--- src/rtl/rofs_map.svh ---
// address map, reset values, function codes and widths of the relay selector
`ifndef ROFS_MAP_SVH
`define ROFS_MAP_SVH

// ****************************************************************
// bus geometry
// ****************************************************************
`define ROFS_ADDR_W 4
`define ROFS_DATA_W 8
`define ROFS_CODE_W 4
`define ROFS_AUX_W 13
`define ROFS_NUM_RELAYS 3

// ****************************************************************
// register offsets
// ****************************************************************
`define ROFS_OFS_RELAY_ONE 4'h0
`define ROFS_OFS_RELAY_TWO 4'h1
`define ROFS_OFS_RELAY_THREE 4'h2
`define ROFS_OFS_READBACK 4'h3
`define ROFS_OFS_STARTER 4'h4
`define ROFS_OFS_REJECT 4'h5

// ****************************************************************
// reset values
// ****************************************************************
`define ROFS_RST_RELAY_ONE 4'h1
`define ROFS_RST_RELAY_TWO 4'h2
`define ROFS_RST_RELAY_THREE 4'h6

// ****************************************************************
// function codes
// ****************************************************************
`define ROFS_CODE_NOT_USED 4'h0
`define ROFS_CODE_RUNNING 4'h1
`define ROFS_CODE_FULL_VOLTAGE 4'h2
`define ROFS_CODE_EXT_BYPASS 4'h3
`define ROFS_CODE_REV_ONE 4'h4
`define ROFS_CODE_NO_FAULT 4'h6
`define ROFS_CODE_MAX 4'hC

`endif

--- src/rtl/rofs_pkg.sv ---
// types shared by the relay output function selector
package rofs_pkg;

`include "rofs_map.svh"

  typedef logic [`ROFS_CODE_W-1:0] rofs_code_t;

  typedef enum logic [1:0] {
    ST_STOP,
    ST_RAMP,
    ST_FULL,
    ST_DECEL
  } rofs_state_t;

  typedef struct packed {
    logic enable_cmd;
    logic disable_cmd;
    logic decel_done;
    logic decel_prog;
    logic at_nominal;
    logic fault;
    logic valid;
    logic [`ROFS_AUX_W-1:0] aux;
  } rofs_starter_t;

  typedef struct packed {
    logic [`ROFS_ADDR_W-1:0] addr;
    logic [`ROFS_DATA_W-1:0] wdata;
    logic wr;
    logic rd;
  } rofs_bus_req_t;

endpackage : rofs_pkg

--- src/rtl/rofs_relay_select.sv ---
// relay output function selector: three selectors, starter tracking, relays
//
// Functional notes
// three selectors take codes 0 to 12; reset to 1, 2 and 6
// present relay states are readable in the output readback register
// each relay follows the condition its selector picks
// code not used keeps the relay off whatever the starter does
// running: on with enable edge, off on disable or ramp end
// full voltage: on at nominal voltage, off on disable command
// external bypass behaves exactly like full voltage
// first reversing contactor behaves like running
// relays stay off after reset until starter state is valid
`timescale 1ns/1ns
`include "rofs_map.svh"


module rofs_relay_select
  import rofs_pkg::*;
(
  // clock and reset
  input wire logic clock,
  input wire logic rst_b,

  // register port
  input wire rofs_bus_req_t bus_req,
  output logic [`ROFS_DATA_W-1:0] bus_rdata,

  // starter conditions
  input wire rofs_starter_t starter,

  // relay coils
  output logic [`ROFS_NUM_RELAYS-1:0] relay_out
);

  // ****************************************************************
  // functions
  // ****************************************************************

  // condition that one function code selects
  function automatic logic cond_of(
    input rofs_code_t code,
    input rofs_state_t st,
    input logic fault,
    input logic [`ROFS_AUX_W-1:0] aux
  );
    logic run;
    logic full;
    run = (st != ST_STOP);
    full = (st == ST_FULL);
    unique case (code)
      `ROFS_CODE_NOT_USED: begin
        cond_of = 1'b0;
      end
      `ROFS_CODE_RUNNING: begin
        cond_of = run;
      end
      `ROFS_CODE_FULL_VOLTAGE: begin
        cond_of = full;
      end
      `ROFS_CODE_EXT_BYPASS: begin
        cond_of = full;
      end
      `ROFS_CODE_REV_ONE: begin
        cond_of = run;
      end
      `ROFS_CODE_NO_FAULT: begin
        cond_of = ~fault;
      end
      default: begin
        if (code <= `ROFS_CODE_MAX) begin
          cond_of = aux[code];
        end else begin
          cond_of = 1'b0;
        end
      end
    endcase
  endfunction : cond_of

  // a code can be stored only when it is in range
  function automatic logic code_ok(input logic [`ROFS_DATA_W-1:0] d);
    code_ok = (d <= {4'h0, `ROFS_CODE_MAX});
  endfunction : code_ok

  // true for the three selector indices
  function automatic logic is_sel_addr(input logic [`ROFS_ADDR_W-1:0] a);
    is_sel_addr = (a == `ROFS_OFS_RELAY_ONE) ||
                  (a == `ROFS_OFS_RELAY_TWO) ||
                  (a == `ROFS_OFS_RELAY_THREE);
  endfunction : is_sel_addr

  // ****************************************************************
  // selector registers
  // ****************************************************************

  rofs_code_t sel_one_ff;
  rofs_code_t sel_two_ff;
  rofs_code_t sel_three_ff;
  rofs_code_t nxt_sel_one;
  rofs_code_t nxt_sel_two;
  rofs_code_t nxt_sel_three;
  logic reject_ff;
  logic nxt_reject;
  logic wr_sel;
  logic wr_ok;

  always_comb begin
    nxt_sel_one = sel_one_ff;
    nxt_sel_two = sel_two_ff;
    nxt_sel_three = sel_three_ff;
    wr_sel = bus_req.wr && is_sel_addr(bus_req.addr);
    wr_ok = code_ok(bus_req.wdata);
    if (wr_sel && wr_ok) begin
      unique case (bus_req.addr)
        `ROFS_OFS_RELAY_ONE: begin
          nxt_sel_one = bus_req.wdata[`ROFS_CODE_W-1:0];
        end
        `ROFS_OFS_RELAY_TWO: begin
          nxt_sel_two = bus_req.wdata[`ROFS_CODE_W-1:0];
        end
        `ROFS_OFS_RELAY_THREE: begin
          nxt_sel_three = bus_req.wdata[`ROFS_CODE_W-1:0];
        end
        default: begin
        end
      endcase
    end
  end

  always_ff @(posedge clock or negedge rst_b) begin
    if (!rst_b) begin
      sel_one_ff <= `ROFS_RST_RELAY_ONE;
      sel_two_ff <= `ROFS_RST_RELAY_TWO;
      sel_three_ff <= `ROFS_RST_RELAY_THREE;
    end else begin
      sel_one_ff <= nxt_sel_one;
      sel_two_ff <= nxt_sel_two;
      sel_three_ff <= nxt_sel_three;
    end
  end

  // ****************************************************************
  // reject flag
  // ****************************************************************

  // an out-of-range code is dropped and flagged; set wins over clear
  always_comb begin
    nxt_reject = reject_ff;
    if (bus_req.rd && bus_req.addr == `ROFS_OFS_REJECT) begin
      nxt_reject = 1'b0;
    end
    if (wr_sel && !wr_ok) begin
      nxt_reject = 1'b1;
    end
  end

  always_ff @(posedge clock or negedge rst_b) begin
    if (!rst_b) begin
      reject_ff <= 1'b0;
    end else begin
      reject_ff <= nxt_reject;
    end
  end

  // ****************************************************************
  // starter tracking
  // ****************************************************************

  rofs_state_t state_ff;
  rofs_state_t nxt_state;
  logic start_req;
  logic stop_req;
  rofs_state_t stop_target;

  // disable outranks a simultaneous enable so the motor is never restarted
  always_comb begin
    start_req = starter.enable_cmd && !starter.disable_cmd;
    stop_req = starter.disable_cmd;
    stop_target = starter.decel_prog ? ST_DECEL : ST_STOP;
  end

  always_comb begin
    nxt_state = state_ff;
    unique case (state_ff)
      ST_STOP: begin
        if (start_req) begin
          nxt_state = ST_RAMP;
        end
      end
      ST_RAMP: begin
        if (stop_req) begin
          nxt_state = stop_target;
        end else if (starter.at_nominal) begin
          nxt_state = ST_FULL;
        end
      end
      ST_FULL: begin
        if (stop_req) begin
          nxt_state = stop_target;
        end
      end
      ST_DECEL: begin
        if (start_req) begin
          nxt_state = ST_RAMP;
        end else if (starter.decel_done) begin
          nxt_state = ST_STOP;
        end
      end
    endcase
  end

  always_ff @(posedge clock or negedge rst_b) begin
    if (!rst_b) begin
      state_ff <= ST_STOP;
    end else begin
      state_ff <= nxt_state;
    end
  end

  // ****************************************************************
  // relay conditions
  // ****************************************************************

  rofs_code_t sel_vec [`ROFS_NUM_RELAYS];
  logic [`ROFS_NUM_RELAYS-1:0] cond_now;

  // the next state is used so the relay closes on the enable edge itself
  always_comb begin
    sel_vec[0] = sel_one_ff;
    sel_vec[1] = sel_two_ff;
    sel_vec[2] = sel_three_ff;
    for (int i = 0; i < `ROFS_NUM_RELAYS; i++) begin
      cond_now[i] = cond_of(sel_vec[i], nxt_state, starter.fault,
                            starter.aux);
    end
  end

  // ****************************************************************
  // relay drive
  // ****************************************************************

  logic [`ROFS_NUM_RELAYS-1:0] relay_ff;
  logic [`ROFS_NUM_RELAYS-1:0] nxt_relay;

  // no relay may close before the starter reports a valid state
  always_comb begin
    if (starter.valid) begin
      nxt_relay = cond_now;
    end else begin
      nxt_relay = '0;
    end
  end

  always_ff @(posedge clock or negedge rst_b) begin
    if (!rst_b) begin
      relay_ff <= '0;
    end else begin
      relay_ff <= nxt_relay;
    end
  end

  assign relay_out = relay_ff;

  // ****************************************************************
  // read port
  // ****************************************************************

  logic [`ROFS_DATA_W-1:0] rdata_ff;
  logic [`ROFS_DATA_W-1:0] nxt_rdata;

  // data stand only in the cycle after the read strobe
  always_comb begin
    nxt_rdata = '0;
    if (bus_req.rd) begin
      unique case (bus_req.addr)
        `ROFS_OFS_RELAY_ONE: begin
          nxt_rdata = {4'h0, sel_one_ff};
        end
        `ROFS_OFS_RELAY_TWO: begin
          nxt_rdata = {4'h0, sel_two_ff};
        end
        `ROFS_OFS_RELAY_THREE: begin
          nxt_rdata = {4'h0, sel_three_ff};
        end
        `ROFS_OFS_READBACK: begin
          nxt_rdata = {5'h00, relay_ff};
        end
        `ROFS_OFS_STARTER: begin
          nxt_rdata = {6'h00, state_ff};
        end
        `ROFS_OFS_REJECT: begin
          nxt_rdata = {7'h00, reject_ff};
        end
        default: begin
          nxt_rdata = '0;
        end
      endcase
    end
  end

  always_ff @(posedge clock or negedge rst_b) begin
    if (!rst_b) begin
      rdata_ff <= '0;
    end else begin
      rdata_ff <= nxt_rdata;
    end
  end

  assign bus_rdata = rdata_ff;

endmodule : rofs_relay_select

--- config.mk ---
export PLATFORM = sky130hd
export DESIGN_NAME = rofs_relay_select
export DESIGN_NICKNAME = d
export VERILOG_FILES = /design/src/rtl/rofs_pkg.sv /design/src/rtl/rofs_relay_select.sv
export VERILOG_INCLUDE_DIRS = /design/src /design/src/rtl
export SDC_FILE = /design/constraint.sdc
export NUM_CORES = 1
export LEC_CHECK = 0
export ABC_AREA = 1
export BUFFER_PORTS_ARGS = -buffer_cell sky130_fd_sc_hd__buf_2
export CORE_UTILIZATION = 25
export DETAILED_ROUTE_END_ITERATION = 10
export HOLD_SLACK_MARGIN = 0.08
export SLEW_MARGIN = 5
export SYNTH_ARGS = -nofsm -noshare
export SYNTH_HDL_FRONTEND = slang
export SYNTH_SLANG_ARGS = --single-unit
export TNS_END_PERCENT = 1
--- constraint.sdc ---
create_clock -name clock -period 1.2 [get_ports clock]
set_input_delay 0.06 -clock clock [delete_from_list [all_inputs] [get_ports clock]]
set_output_delay 0.06 -clock clock [all_outputs]
set_load 0.1 [all_outputs]
# After elaboration in Yosys (flattened, before gate mapping)
# Index checks and enable logic that the tools add are counted.
# classes
n_addsub	0
n_mul	0
div	0
n_lt_le_gt_ge	7
eq_ne	24
shifts	0
mux	25
bitwise_logic	1
reduce_logical	25
# op_table
cell	n
$eq 4x2->1 const B	8
$eq 4x3->1 const B	8
$pmux 4 s6	1
$eq 4x1->1 const B	4
$logic_not 4->1	4
$lt 4x5->1 const B	3
$mux 2	7
$bmux 1 s4	3
$le 4x4->1 const B	3
$pmux 1 s4	3
$reduce_or 2->1	6
$le 8x4->1 const B	1
$mux 1	8
$pmux 2 s4	1
$eq 2x2->1 const B	3
$reduce_and 2->1	3
$logic_and 1x1->1	5
$mux 4	1
$reduce_bool 2->1	2
$mux 3	1
$eq 2x1->1 const B	1
$logic_not 1->1	2
$logic_not 2->1	1
$logic_or 1x1->1	2
$not 1->1	1
# word_totals
reg_bits	26
latchBits	0
ram_bits	0
romBits	0
input_bits	36
output_inout_bits	11
elab_cells	89
mem_count	0

# Depth between registers and ports, before layout
# Gate-level depths: netlist of the first run.
# depth
ltp_word	7
depth_mapped	11
mapped_depth_nobuf	11

# Worst setup path before layout of the first run
# OpenSTA, ideal clock, no wires.
# synth_path
path_kind	register to register
from	register relay_ff[0] (netlist: relay_out[0])
to	register rdata_ff[0] (netlist: bus_rdata[0])
setup_time_ps	125
arrival_ps	1276
t_required_ps	1075
slack_ps	-201
path_stages_with_launch	5
path_buffers	0
synth_period_minus_slack_ps	1401
cell_sequence	dfrtp_1 nand3_1 o21ai_0 nor4_1 nor2_1
# synth_between
elab_chain_cells	2
# synth_rtl
element	line_no	rtl
start, declared	rofs_relay_select.sv:241	logic [`ROFS_NUM_RELAYS-1:0] relay_ff;
start signal, assigned	rofs_relay_select.sv:257	relay_ff <= nxt_relay;
$pmux 4 s6	rofs_relay_select.sv:274	unique case (bus_req.addr)
$mux 4	rofs_relay_select.sv:273	if (bus_req.rd) begin
net nxt_rdata[0]	rofs_relay_select.sv:268	logic [`ROFS_DATA_W-1:0] nxt_rdata;
end signal, assigned	rofs_relay_select.sv:304	rdata_ff <= nxt_rdata;
end, declared	rofs_relay_select.sv:267	logic [`ROFS_DATA_W-1:0] rdata_ff;
# The timed path passes the listed nets, and every way through them passes these cells.
# A chain may end at the register's enable or synchronous reset.

# Final worst setup path of the first run
# layout_path
from	register sel_one_ff[0]
to	register relay_ff[0] (netlist: relay_out[0])
# layout_between
elab_chain_cells	5
word_cells_on_any_way	14
classes_between	order compare: 1; eq/ne: 5; mux: 5; reduce/logical: 3
# layout_rtl
element	line_no	rtl
start, declared	rofs_relay_select.sv:95	rofs_code_t sel_one_ff;
start signal, assigned	rofs_relay_select.sv:131	sel_one_ff <= `ROFS_RST_RELAY_ONE;
start signal, assigned	rofs_relay_select.sv:135	sel_one_ff <= nxt_sel_one;
$bmux 1 s4	rofs_relay_select.sv:71	cond_of = aux[code];
$mux 1 (implied by the code)	rofs_relay_select.sv:71	
$mux 1	rofs_relay_select.sv:70	if (code <= `ROFS_CODE_MAX) begin
$pmux 1 s4 (*)	rofs_relay_select.sv:50	unique case (code)
$mux 3 (*)	rofs_relay_select.sv:246	if (starter.valid) begin
net nxt_relay[0]	rofs_relay_select.sv:242	logic [`ROFS_NUM_RELAYS-1:0] nxt_relay;
# The timed path passes the listed nets; every way through them passes the cells marked *. The select of a mux whose other input is x is not followed.

==> results of run 1 <==
==> cells in the final DEF (no fill, tap or decap), types with 3 or more instances in the layout <==
cell	instances
nand2_1	91
buf_2	38
buf_4	33
inv_1	29
nand3_1	28
nor2_1	23
dfrtp_1	16
o21ai_1	12
nor2_4	8
o21ai_0	7
inv_2	6
nand2_2	6
dlygate4sd3_1	6
nor3_1	5
a31oi_1	4
conb_1	4
dfstp_2	4
o22ai_2	3
clkbuf_8	3
==> power by group through the flow <==
stage	Clock (mW)	Combinational (mW)	Sequential, mW
6_report	0.705	0.981	0.844
5_1_grt	0.746	1.09	0.851
4_1_cts	0.713	0.974	0.844
3_5_place_dp	0	0.901	0.857
3_3_place_gp	0	0.888	0.854
2_1_floorplan	0	0.468	0.914
==> cell families (layout without fill, tap and decap cells) <==
kind of cell,after synthesis,count (layout),synth area share [%]
AO/OA/AOI/OAI,34,34,12.1
other,1,4,0.226
flip-flops,22,22,33.4
AND/OR/NAND/NOR,166,166,44.1
buffers and inverters,41,118,10.2
==> metrics by stage <==
step	instances	cell area [sq um]	hold WS (ns)	util, %
2_1_floorplan	267	1680	-0.236	-
4_1_cts	421	2340	0.0825	36.6
3_5_place_dp	411	2180	0.0665	34.1
3_3_place_gp	411	2180	0.0664	34.1
6_report	421	2370	0.0991	37.2
5_1_grt	421	2370	0.0912	37.2
==> synthesized netlist by cell type <==
cell and count:
dfrtp_1 18, conb_1 1, o21ai_1 12, nand3_1 29
nand2_2 5, nor4_1 1, or2_1 1, nor2_2 2
nand3_2 1, a21oi_1 1, a31oi_2 1, nor2_4 5
buf_4 4, nand2_1 93, nor2_1 24, a31oi_1 4
dfstp_2 4, o221ai_1 1, inv_1 35, inv_2 2
o21ai_2 1, o21ai_0 7, o22ai_1 5, nor3_1 5
o31ai_1 2
==> sequential cells by signal, summed over array words and instances (netlist names) <==
signal / count
relay_out: 3
reject_ff: 1
bus_rdata: 4
sel_two_ff: 4
sel_three_ff: 4
state_ff: 2
sel_one_ff: 4
==> path summary, 6_finish.rpt <==
kind	to	slack [ns]	depth (start not counted)	from
hold reg to reg	reject_ff	0.53	2	reject_ff
min in group asynchronous	sel_three_ff[3]	0.30	2	rst_b
setup / recovery	relay_out[0]	-0.09	10	sel_one_ff[0]
setup reg to reg	relay_out[0]	-0.09	10	sel_one_ff[0]
max in group asynchronous	relay_out[2]	0.51	2	rst_b
hold / removal	sel_three_ff[3]	0.1	3	bus_req[5]
==> per-layer routing <==
metal  global-route usage [%]  up-vias
met1                     18.5      888
met3                     1.98       12
met2                     27.7       48
li1                         -     1006
met4                     6.32        0
met5                        0        -
==> critical path: cells and delay by family (launching register included) <==
family           cells  cell delay (ns)
flip-flops           1             0.60
AND/OR/NAND/NOR      9             0.53
AO/OA/AOI/OAI        1             0.08
==> what timing repair did <==
action                     4_1_cts  5_1_grt
gates resized for setup         10       10
setup buffers                    0        0
hold endpoints to repair        28        0
setup endpoints to repair        5       18
pin swaps                        2        1
hold buffers                     6        0
==> area by class of cell <==
type	instances	area (sq um)	area share [%]
Clock buffer	3	41.3	1.74
Clock inverter	1	30.0	1.27
Inverter	37	144	6.06
Multi-Input combinational cell	204	1010	42.4
Sequential cell	22	558	23.5
Tap cell	77	96.3	4.06
Timing Repair Buffer	77	498	21.0
==> flow_metrics.env, run 1 <==
export IMPL_slowest_delay_ns=0.60
export IMPL_comb_power_share_pct=38.8
export IMPL_max_freq_mhz=777
export IMPL_min_path_type="in2reg"
export IMPL_p_clk_share_pct=27.9
export IMPL_numCtsBuffers=3
export IMPL_synth_top_area_cell="dfrtp_1"
export IMPL_fillers=679
export IMPL_ir_worst_vdd_mv=0.685
export IMPL_finalSetupViolCount=3
export IMPL_synth_cells=264
export IMPL_fp_dieH_um=83.5
export IMPL_fp_dieW_um=83.5
export IMPL_synth_area_leaders="dfrtp_1 27%, nand2_1 21%, nand3_1 8.7%, inv_1 7.9%, dfstp_2 6.3%"
export IMPL_start_kind="register"
export IMPL_wl_um=5170
export IMPL_vias=1954
export IMPL_n_antenna_cell=0
export IMPL_io_buffers=38
export IMPL_preCtsSetupSlack_ns=-0.123
export IMPL_slew_viol_final=0
export IMPL_fin_nets=381
export IMPL_fin_worst_skew_ns=0.00735
export IMPL_crit_type="reg2reg"
export IMPL_wire_per_inst_um=12.3
export IMPL_slew_headroom_pct=64.4
export IMPL_synth_top_area_share_pct=27.1
export IMPL_core_region_area_sq_um=6390
export IMPL_rsz0062_at_grt="yes"
export IMPL_tightest_slew_ns=0.533
export IMPL_violations="setup timing"
export IMPL_cts_sinks=22
export IMPL_ctsHtreeMaxLevel=1
export IMPL_ys_seq_area_share_pct=33.4
export IMPL_rows=29
export IMPL_drive_gt1_share_pct=32.6
export IMPL_period_minus_slack_ns=1.29
export IMPL_final_setup_tns_ns=-0.235
export IMPL_grt_pass1_vias=2056
export IMPL_cts_path_max_buffers=2
export IMPL_highest_layer="met4"
export IMPL_p_int_mw=1.64
export IMPL_gp_congestion=0.899
export IMPL_power_net_switching_mw=0.890
export IMPL_drt_initial_drc_count=77
export IMPL_overflow=0
export IMPL_cts_tree="done"
export IMPL_avgSynthCellArea_sq_um=6.29
export IMPL_p_total_mw=2.53
export IMPL_drv_cap=0
export IMPL_ys_warn_count=0
export IMPL_post_drt_via_cell_ratio=4.64
export IMPL_syn2layout_area_growth_pct=42.8
export IMPL_wl_met3_um=195
export IMPL_crit_required_ns=1.40
export IMPL_fin_crit_sh_pct=107
export IMPL_dieArea_sq_um=6980
export IMPL_arrival_ns=1.49
export IMPL_hold_violations=0
export IMPL_grt_usage_pct=15.4
export IMPL_ys_seq_elements=22
export IMPL_status="finished with violations"
export IMPL_ant_nets=0
export IMPL_grt_max_degree=23
export IMPL_worst_setup_path_end_kind="register"
export IMPL_start_util_pct=26.0
export IMPL_m1WireLength_um=2340
export IMPL_worst_slack_ns=-0.0865
export IMPL_clkTransAtPathRegs_ns=0.09
export IMPL_cpMostUsedCell="nand2_1"
export IMPL_grt_pass1_wl_um=8760
export IMPL_drc=0
export IMPL_dp_hpwl_um=4030
export IMPL_swShare_pct=35.2
export IMPL_netlist_area_sq_um=1660
export IMPL_insertion_delay_ns=0.27
export IMPL_power_frac_seq_pct=33.3
export IMPL_worstPathMaxFanout=6
export IMPL_wl_met2_um=2500
export IMPL_antenna_found_initial=0
export IMPL_first_pass_iters=4
export IMPL_synth_distinct_cells=25
export IMPL_p_leak_nw=1.28
export IMPL_crit_chain="nand2_1, o21ai_0, nand2_1, nand2_1, nand2_1, nand3_1, nand2_1, nand2_1, nand2_1, nor2_1"
export IMPL_power_density_nw_per_um2=1070
export IMPL_ctsRootBufferMaster="clkbuf_8"
export IMPL_cp_slowest_cell="dfstp_2"
export IMPL_io_pins=47
Power figures use the tool's default switching activity.
==> run 2: changes to the inputs <==
--- a/config.mk
+++ b/config.mk
@@ -11,6 +11,7 @@
 export CORE_UTILIZATION = 25
 export DETAILED_ROUTE_END_ITERATION = 10
 export HOLD_SLACK_MARGIN = 0.08
+export SETUP_SLACK_MARGIN = 0.2
 export SLEW_MARGIN = 5
 export SYNTH_ARGS = -nofsm -noshare
 export SYNTH_HDL_FRONTEND = slang
==> run 2 against run 1 <==
  * The run still ends with setup timing left
  * Maximum frequency down 4.7%
  * Sequential share of layout area fell by 0.14 points
  * Clock skew about the same
  * Sequential cell count unchanged
  * Cell count up 0.71%
  * Global-route usage decreased by 0.83 points
  * Sequential power about the same
  * Die area unchanged
  * Register-to-register slack got worse by 0.06 ns
  * Largest cell class unchanged
  * Largest power group unchanged
  * Highest routed layer unchanged
==> flow_metrics.env, run 2 (synthesis results as in run 1) <==
export IMPL_status="finished with violations"
export IMPL_violations="setup timing"
export IMPL_final_setup_tns_ns=-0.594
export IMPL_power_density_nw_per_um2=982
export IMPL_io_pins=47
export IMPL_finalSetupViolCount=5
export IMPL_gp_congestion=0.915
export IMPL_globalRouteMet2Util_pct=25.4
export IMPL_worstPathMaxFanout=7
export IMPL_dp_cells=412
export IMPL_io_buffers=38
export IMPL_drc=0
export IMPL_clkTransAtPathRegs_ns=0.08
export IMPL_grt_max_degree=23
export IMPL_min_path_type="in2reg"
export IMPL_core_region_area_sq_um=6390
export IMPL_cts_sinks=22
export IMPL_power_frac_seq_pct=35.9
export IMPL_cts_path_max_buffers=2
export IMPL_power_net_switching_mw=0.854
export IMPL_crit_chain="inv_4, buf_4, nor3_1, nor2_1, nor2_1, nor2_1, nor2_1"
export IMPL_dp_hpwl_um=4000
export IMPL_max_freq_mhz=741
export IMPL_vias=1921
export IMPL_fp_dieW_um=83.5
export IMPL_ir_worst_vdd_mv=0.419
export IMPL_p_clk_share_pct=22.8
export IMPL_comb_power_share_pct=41.3
export IMPL_fin_nets=384
export IMPL_slew_viol_final=0
export IMPL_fillers=687
export IMPL_drive_gt1_share_pct=32.3
export IMPL_final_cells=424
export IMPL_first_pass_iters=4
export IMPL_antenna_found_initial=0
export IMPL_layout_commonest_cell="nand2_1"
export IMPL_overflow=0
export IMPL_ctsHtreeMaxLevel=1
export IMPL_fin_worst_skew_ns=0.00722
export IMPL_p_int_mw=1.50
export IMPL_post_drt_via_cell_ratio=4.53
export IMPL_slew_headroom_pct=65.1
export IMPL_hold_violations=0
export IMPL_wl_um=4970
export IMPL_met1_usage_pct=19.6
export IMPL_start_kind="register"
export IMPL_worst_setup_path_end_kind="register"
export IMPL_met3_usage_pct=2.08
export IMPL_grt_pass1_vias=1798
export IMPL_fp_dieH_um=83.5
export IMPL_dieArea_sq_um=6980
export IMPL_start_util_pct=26.0
export IMPL_cp_slowest_cell="dfstp_2"
export IMPL_arrival_ns=1.54
export IMPL_swShare_pct=36.3
export IMPL_wire_per_inst_um=11.7
export IMPL_cts_tree="done"
export IMPL_grt_usage_pct=14.6
export IMPL_p_leak_nw=1.27
export IMPL_ant_nets=0
export IMPL_cpMostUsedCell="nor2_1"
export IMPL_numCtsBuffers=3
export IMPL_insertion_delay_ns=0.26
export IMPL_worst_slack_ns=-0.150
export IMPL_grt_pass1_wl_um=8240
export IMPL_period_minus_slack_ns=1.35
export IMPL_ctsRootBufferMaster="clkbuf_8"
export IMPL_layout_common_cells="92 x nand2_1, 40 x buf_4, 31 x inv_1, 31 x buf_2, 27 x nand3_1"
export IMPL_rsz0062_at_grt="yes"
export IMPL_n_antenna_cell=0
export IMPL_crit_type="reg2reg"
export IMPL_drv_cap=0
export IMPL_busiest_layer="met2"
export IMPL_rows=29
export IMPL_slowest_delay_ns=0.60
export IMPL_crit_required_ns=1.39
export IMPL_fin_crit_sh_pct=113
export IMPL_tightest_slew_ns=0.524
export IMPL_drt_initial_drc_count=114
export IMPL_syn2layout_area_growth_pct=44.1
[run 2: changes by cell type in the layout (fill, tap and decap cells not counted), sizes merged]
cell	delta
clkbuf	+1
dlygate4sd3	-1
buf	+3
bufinv	-1
dlymetal6s4s	+1
[run 2: layout make-up]
cell class / instances / area [sq um] / area share, %
Clock buffer: 4 / 55.1 / 2.30
Inverter: 37 / 141 / 5.91
Multi-Input combinational cell: 204 / 990 / 41.3
Sequential cell: 22 / 559 / 23.4
Tap cell: 77 / 96.3 / 4.03
Timing Repair Buffer: 80 / 552 / 23.1
[run 2: through the flow]
stage	hold WS, ns	total power [mW]	utilization [%]	setup slack (ns)	area [sq um]
after floorplan	-0.236	1.38	-	-0.0375	1680
after global placement	0.0675	1.74	34.3	-0.0983	2190
after detailed placement	0.0687	1.75	34.3	-0.129	2190
after CTS	0.0432	2.34	36.6	-0.148	2330
after global routing	0.147	2.51	37.5	-0.313	2390
final	0.127	2.35	37.5	-0.150	2390
[run 2: worst max-delay path, delay by kind of cell (launching register included)]
family	cells	cell delay, ns
buffers and inverters	2	0.20
DFF	1	0.60
and+or+nand+nor	5	0.48
[run 2: power groups by stage]
stage / clock network, mW / logic [mW] / registers, mW
global route: 0.581 / 1.07 / 0.855
floorplan: 0 / 0.468 / 0.914
finish: 0.536 / 0.971 / 0.845
detailed placement: 0 / 0.890 / 0.858
global placement: 0 / 0.882 / 0.855
CTS: 0.551 / 0.946 / 0.844
[run 2: path summary, 6_finish.rpt]
path,startpoint,endpoint,slack (ns),cells past startpoint
worst max-delay path,sel_one_ff[0],relay_out[0],-0.15,7
min in group asynchronous,rst_b,sel_two_ff[3],0.30,2
worst min-delay path,bus_req[2],sel_two_ff[0],0.13,4
worst min register to register,reject_ff,reject_ff,0.54,2
worst max register to register,sel_one_ff[0],relay_out[0],-0.15,7
max in group asynchronous,rst_b,relay_out[1],0.51,2
[run 2: what timing repair did]
item / 4_1_cts / 5_1_grt
hold endpoints to repair: 29 / 3
resized for setup: 17 / 7
setup endpoints to repair: 20 / 17
hold buffers: 5 / 1
pin swaps: 3 / 6
buffers inserted: 0 / 2
[run 2: layer usage]
metal | share of wire, % | up-vias
met1 | 49 | 872
met3 | 3.4 | 2
met5 | 0 | -
met4 | 0.48 | 0
li1 | - | 1003
met2 | 47 | 44
==> run 3: changes to the inputs <==
--- a/config.mk
+++ b/config.mk
@@ -8,6 +8,7 @@
 export LEC_CHECK = 0
 export ABC_AREA = 1
 export BUFFER_PORTS_ARGS = -buffer_cell sky130_fd_sc_hd__buf_2
+export CORE_MARGIN = 4
 export CORE_UTILIZATION = 25
 export DETAILED_ROUTE_END_ITERATION = 10
 export HOLD_SLACK_MARGIN = 0.08
==> run 3 against run 2 <==
  * Via count up 0.68%
  * Largest power group unchanged
  * Worst setup slack better by 0.042 ns
  * First-iteration DRC count up 16%
  * Sequential cell count did not move
  * Clock skew down 0.0032 ns
  * Critical path depth grew 4
  * Die area rose by 15%
  * Cell count unchanged
  * The flow still finishes with violations (setup timing)
  * Clock power fell by 12%
  * Non-clock buffer count unchanged
  * Combinational power rose by 12%
  * Global-route usage down 1.2 points
==> flow_metrics.env, run 3 (synthesis results as in run 1) <==
export IMPL_critPathBufInv=1
export IMPL_critPathLaunch="state_ff[1]"
export IMPL_critPathTopFamily="simple AND/OR/NAND/NOR gates"
export IMPL_slew_headroom_pct=65.9
export IMPL_cts_sinks=22
export IMPL_grt_usage_pct=13.4
export IMPL_crit_chain="inv_2, nand2_4, nand2_2, nand2_2, nand2_2, nor2_4, nand2_2, nand2_2, nand2_1, nor2_1, nor2_1"
export IMPL_layout_commonest_cell="nand2_1"
export IMPL_hold_violations=0
export IMPL_multi_input_area_sq_um=1050
export IMPL_drt_initial_drc_count=132
export IMPL_violations="setup timing"
export IMPL_finalSetupViolCount=4
export IMPL_period_minus_slack_ns=1.31
export IMPL_p_leak_nw=1.28
export IMPL_grt_max_degree=23
export IMPL_ctsRootBufferMaster="clkbuf_8"
export IMPL_final_cells=424
export IMPL_final_setup_tns_ns=-0.329
export IMPL_wire_per_inst_um=12.0
export IMPL_min_path_type="in2reg"
export IMPL_crit_type="reg2reg"
export IMPL_slowest_delay_ns=0.43
export IMPL_fin_worst_skew_ns=0.00404
export IMPL_slew_viol_final=0
export IMPL_rows=29
export IMPL_placed_area_sq_um=2180
export IMPL_n_antenna_cell=0
export IMPL_worstPathMaxFanout=4
export IMPL_grt_pass1_wl_um=8300
export IMPL_layout_common_cells="86 x nand2_1, 36 x buf_4, 31 x buf_2"
export IMPL_drc=0
export IMPL_ctsHtreeMaxLevel=1
export IMPL_rsz0062_at_grt="yes"
export IMPL_status="finished with violations"
export IMPL_ant_nets=0
export IMPL_fin_crit_sh_pct=109
export IMPL_vias=1934
export IMPL_fin_util_pct=38.5
export IMPL_numCtsBuffers=3
export IMPL_fp_dieH_um=89.5
export IMPL_crit_required_ns=1.36
export IMPL_syn2layout_area_growth_pct=48.0
export IMPL_fp_dieW_um=89.5
export IMPL_power_density_nw_per_um2=989
export IMPL_preCtsSetupSlack_ns=-0.113
export IMPL_grt_pass1_vias=1884
export IMPL_fillers=677
export IMPL_core_region_area_sq_um=6390
export IMPL_fin_area_sq_um=2460
export IMPL_cts_tree="done"
export IMPL_start_util_pct=26.0
export IMPL_hp_start="bus_req[3]"
export IMPL_arrival_ns=1.47
export IMPL_reg2reg_from="state_ff[1]"
export IMPL_dp_hpwl_um=4070
export IMPL_tightest_slew_ns=0.512
export IMPL_drive_gt1_share_pct=37.2
export IMPL_cp_slowest_cell="dfrtp_2"
export IMPL_insertion_delay_ns=0.26
export IMPL_dieArea_sq_um=8010
export IMPL_clkTransAtPathRegs_ns=0.08
export IMPL_wl_um=5100
export IMPL_first_pass_iters=4
export IMPL_overflow=0
export IMPL_cts_path_max_buffers=2
export IMPL_max_freq_mhz=764
export IMPL_io_buffers=38
export IMPL_fin_nets=384
export IMPL_gp_congestion=0.843
export IMPL_post_drt_via_cell_ratio=4.56
export IMPL_worst_slack_ns=-0.108
export IMPL_drv_cap=0
export IMPL_antenna_found_initial=0
export IMPL_dp_cells=411
export IMPL_regArea_sq_um=562
export IMPL_cpMostUsedCell="nand2_2"
export IMPL_worst_setup_path_end_kind="register"
export IMPL_ir_worst_vdd_mv=0.461
export IMPL_start_kind="register"
export IMPL_io_pins=47
==> run 3: cell count changes in the layout (fill, tap and decap cells not counted), moves of 3 or more <==
cell     delta
nand2_2     +3
buf_4       -4
nand2_1     -6
inv_2       +3
buf_6       +4
inv_1       -5
nand2_4     +3
==> run 3: worst paths after layout <==
kind | endpoint | slack [ns] | cells after the start
setup / recovery | relay_out[1] | -0.11 | 11
hold / removal | sel_two_ff[1] | 0.13 | 4
setup reg to reg | relay_out[1] | -0.11 | 11
hold reg to reg | reject_ff | 0.52 | 2
max in group asynchronous | state_ff[1] | 0.53 | 2
min in group asynchronous | relay_out[2] | 0.30 | 2
==> run 3: area by class of cell <==
cell class	instances	share of cell area, %
multi-input cells	204	42.5
inverters	37	5.95
flip-flops and latches	22	22.8
clock buffers	4	1.83
well taps	77	3.92
repair buffers	80	22.9
==> run 3: power by group <==
| group | switching (mW) | total [mW] | internal (mW) |
|---|---|---|---|
| registers | 0.0647 | 0.866 | 0.802 |
| clock network | 0.236 | 0.473 | 0.237 |
| logic | 0.626 | 1.09 | 0.467 |
==> run 3: metrics by stage <==
stage          hold slack, ns  power (mW)
2_1_floorplan          -0.236        1.38
3_3_place_gp           0.0637        1.71
3_5_place_dp           0.0686        1.73
4_1_cts                 0.127        2.30
5_1_grt                 0.134        2.59
6_report                0.127        2.43
==> run 3: worst register-to-register path: stages (launching register included) <==
cell and delay, ns:
dfrtp_2 0.43, inv_2 0.08, nand2_4 0.09, nand2_2 0.05, nand2_2 0.05, nand2_2 0.07, nor2_4 0.13, nand2_2 0.08
nand2_2 0.05, nand2_1 0.04, nor2_1 0.10, nor2_1 0.04
==> run 3: metal layers <==
metal,global-route usage [%],share of wire [%],wire [um],up-vias
li1,-,-,-,1005
met1,17.1,43,2220,866
met2,22.8,48,2430,57
met3,2.58,7.2,369,6
met4,4.06,1.6,82,0
met5,0,0,0,-
==> run 3: repair_timing <==
action	in CTS	in global routing
setup buffers	1	2
pin swaps	6	20
gates resized for setup	24	27
setup endpoints to repair	20	15
hold buffers	6	0
endpoints found under the hold margin	32	0
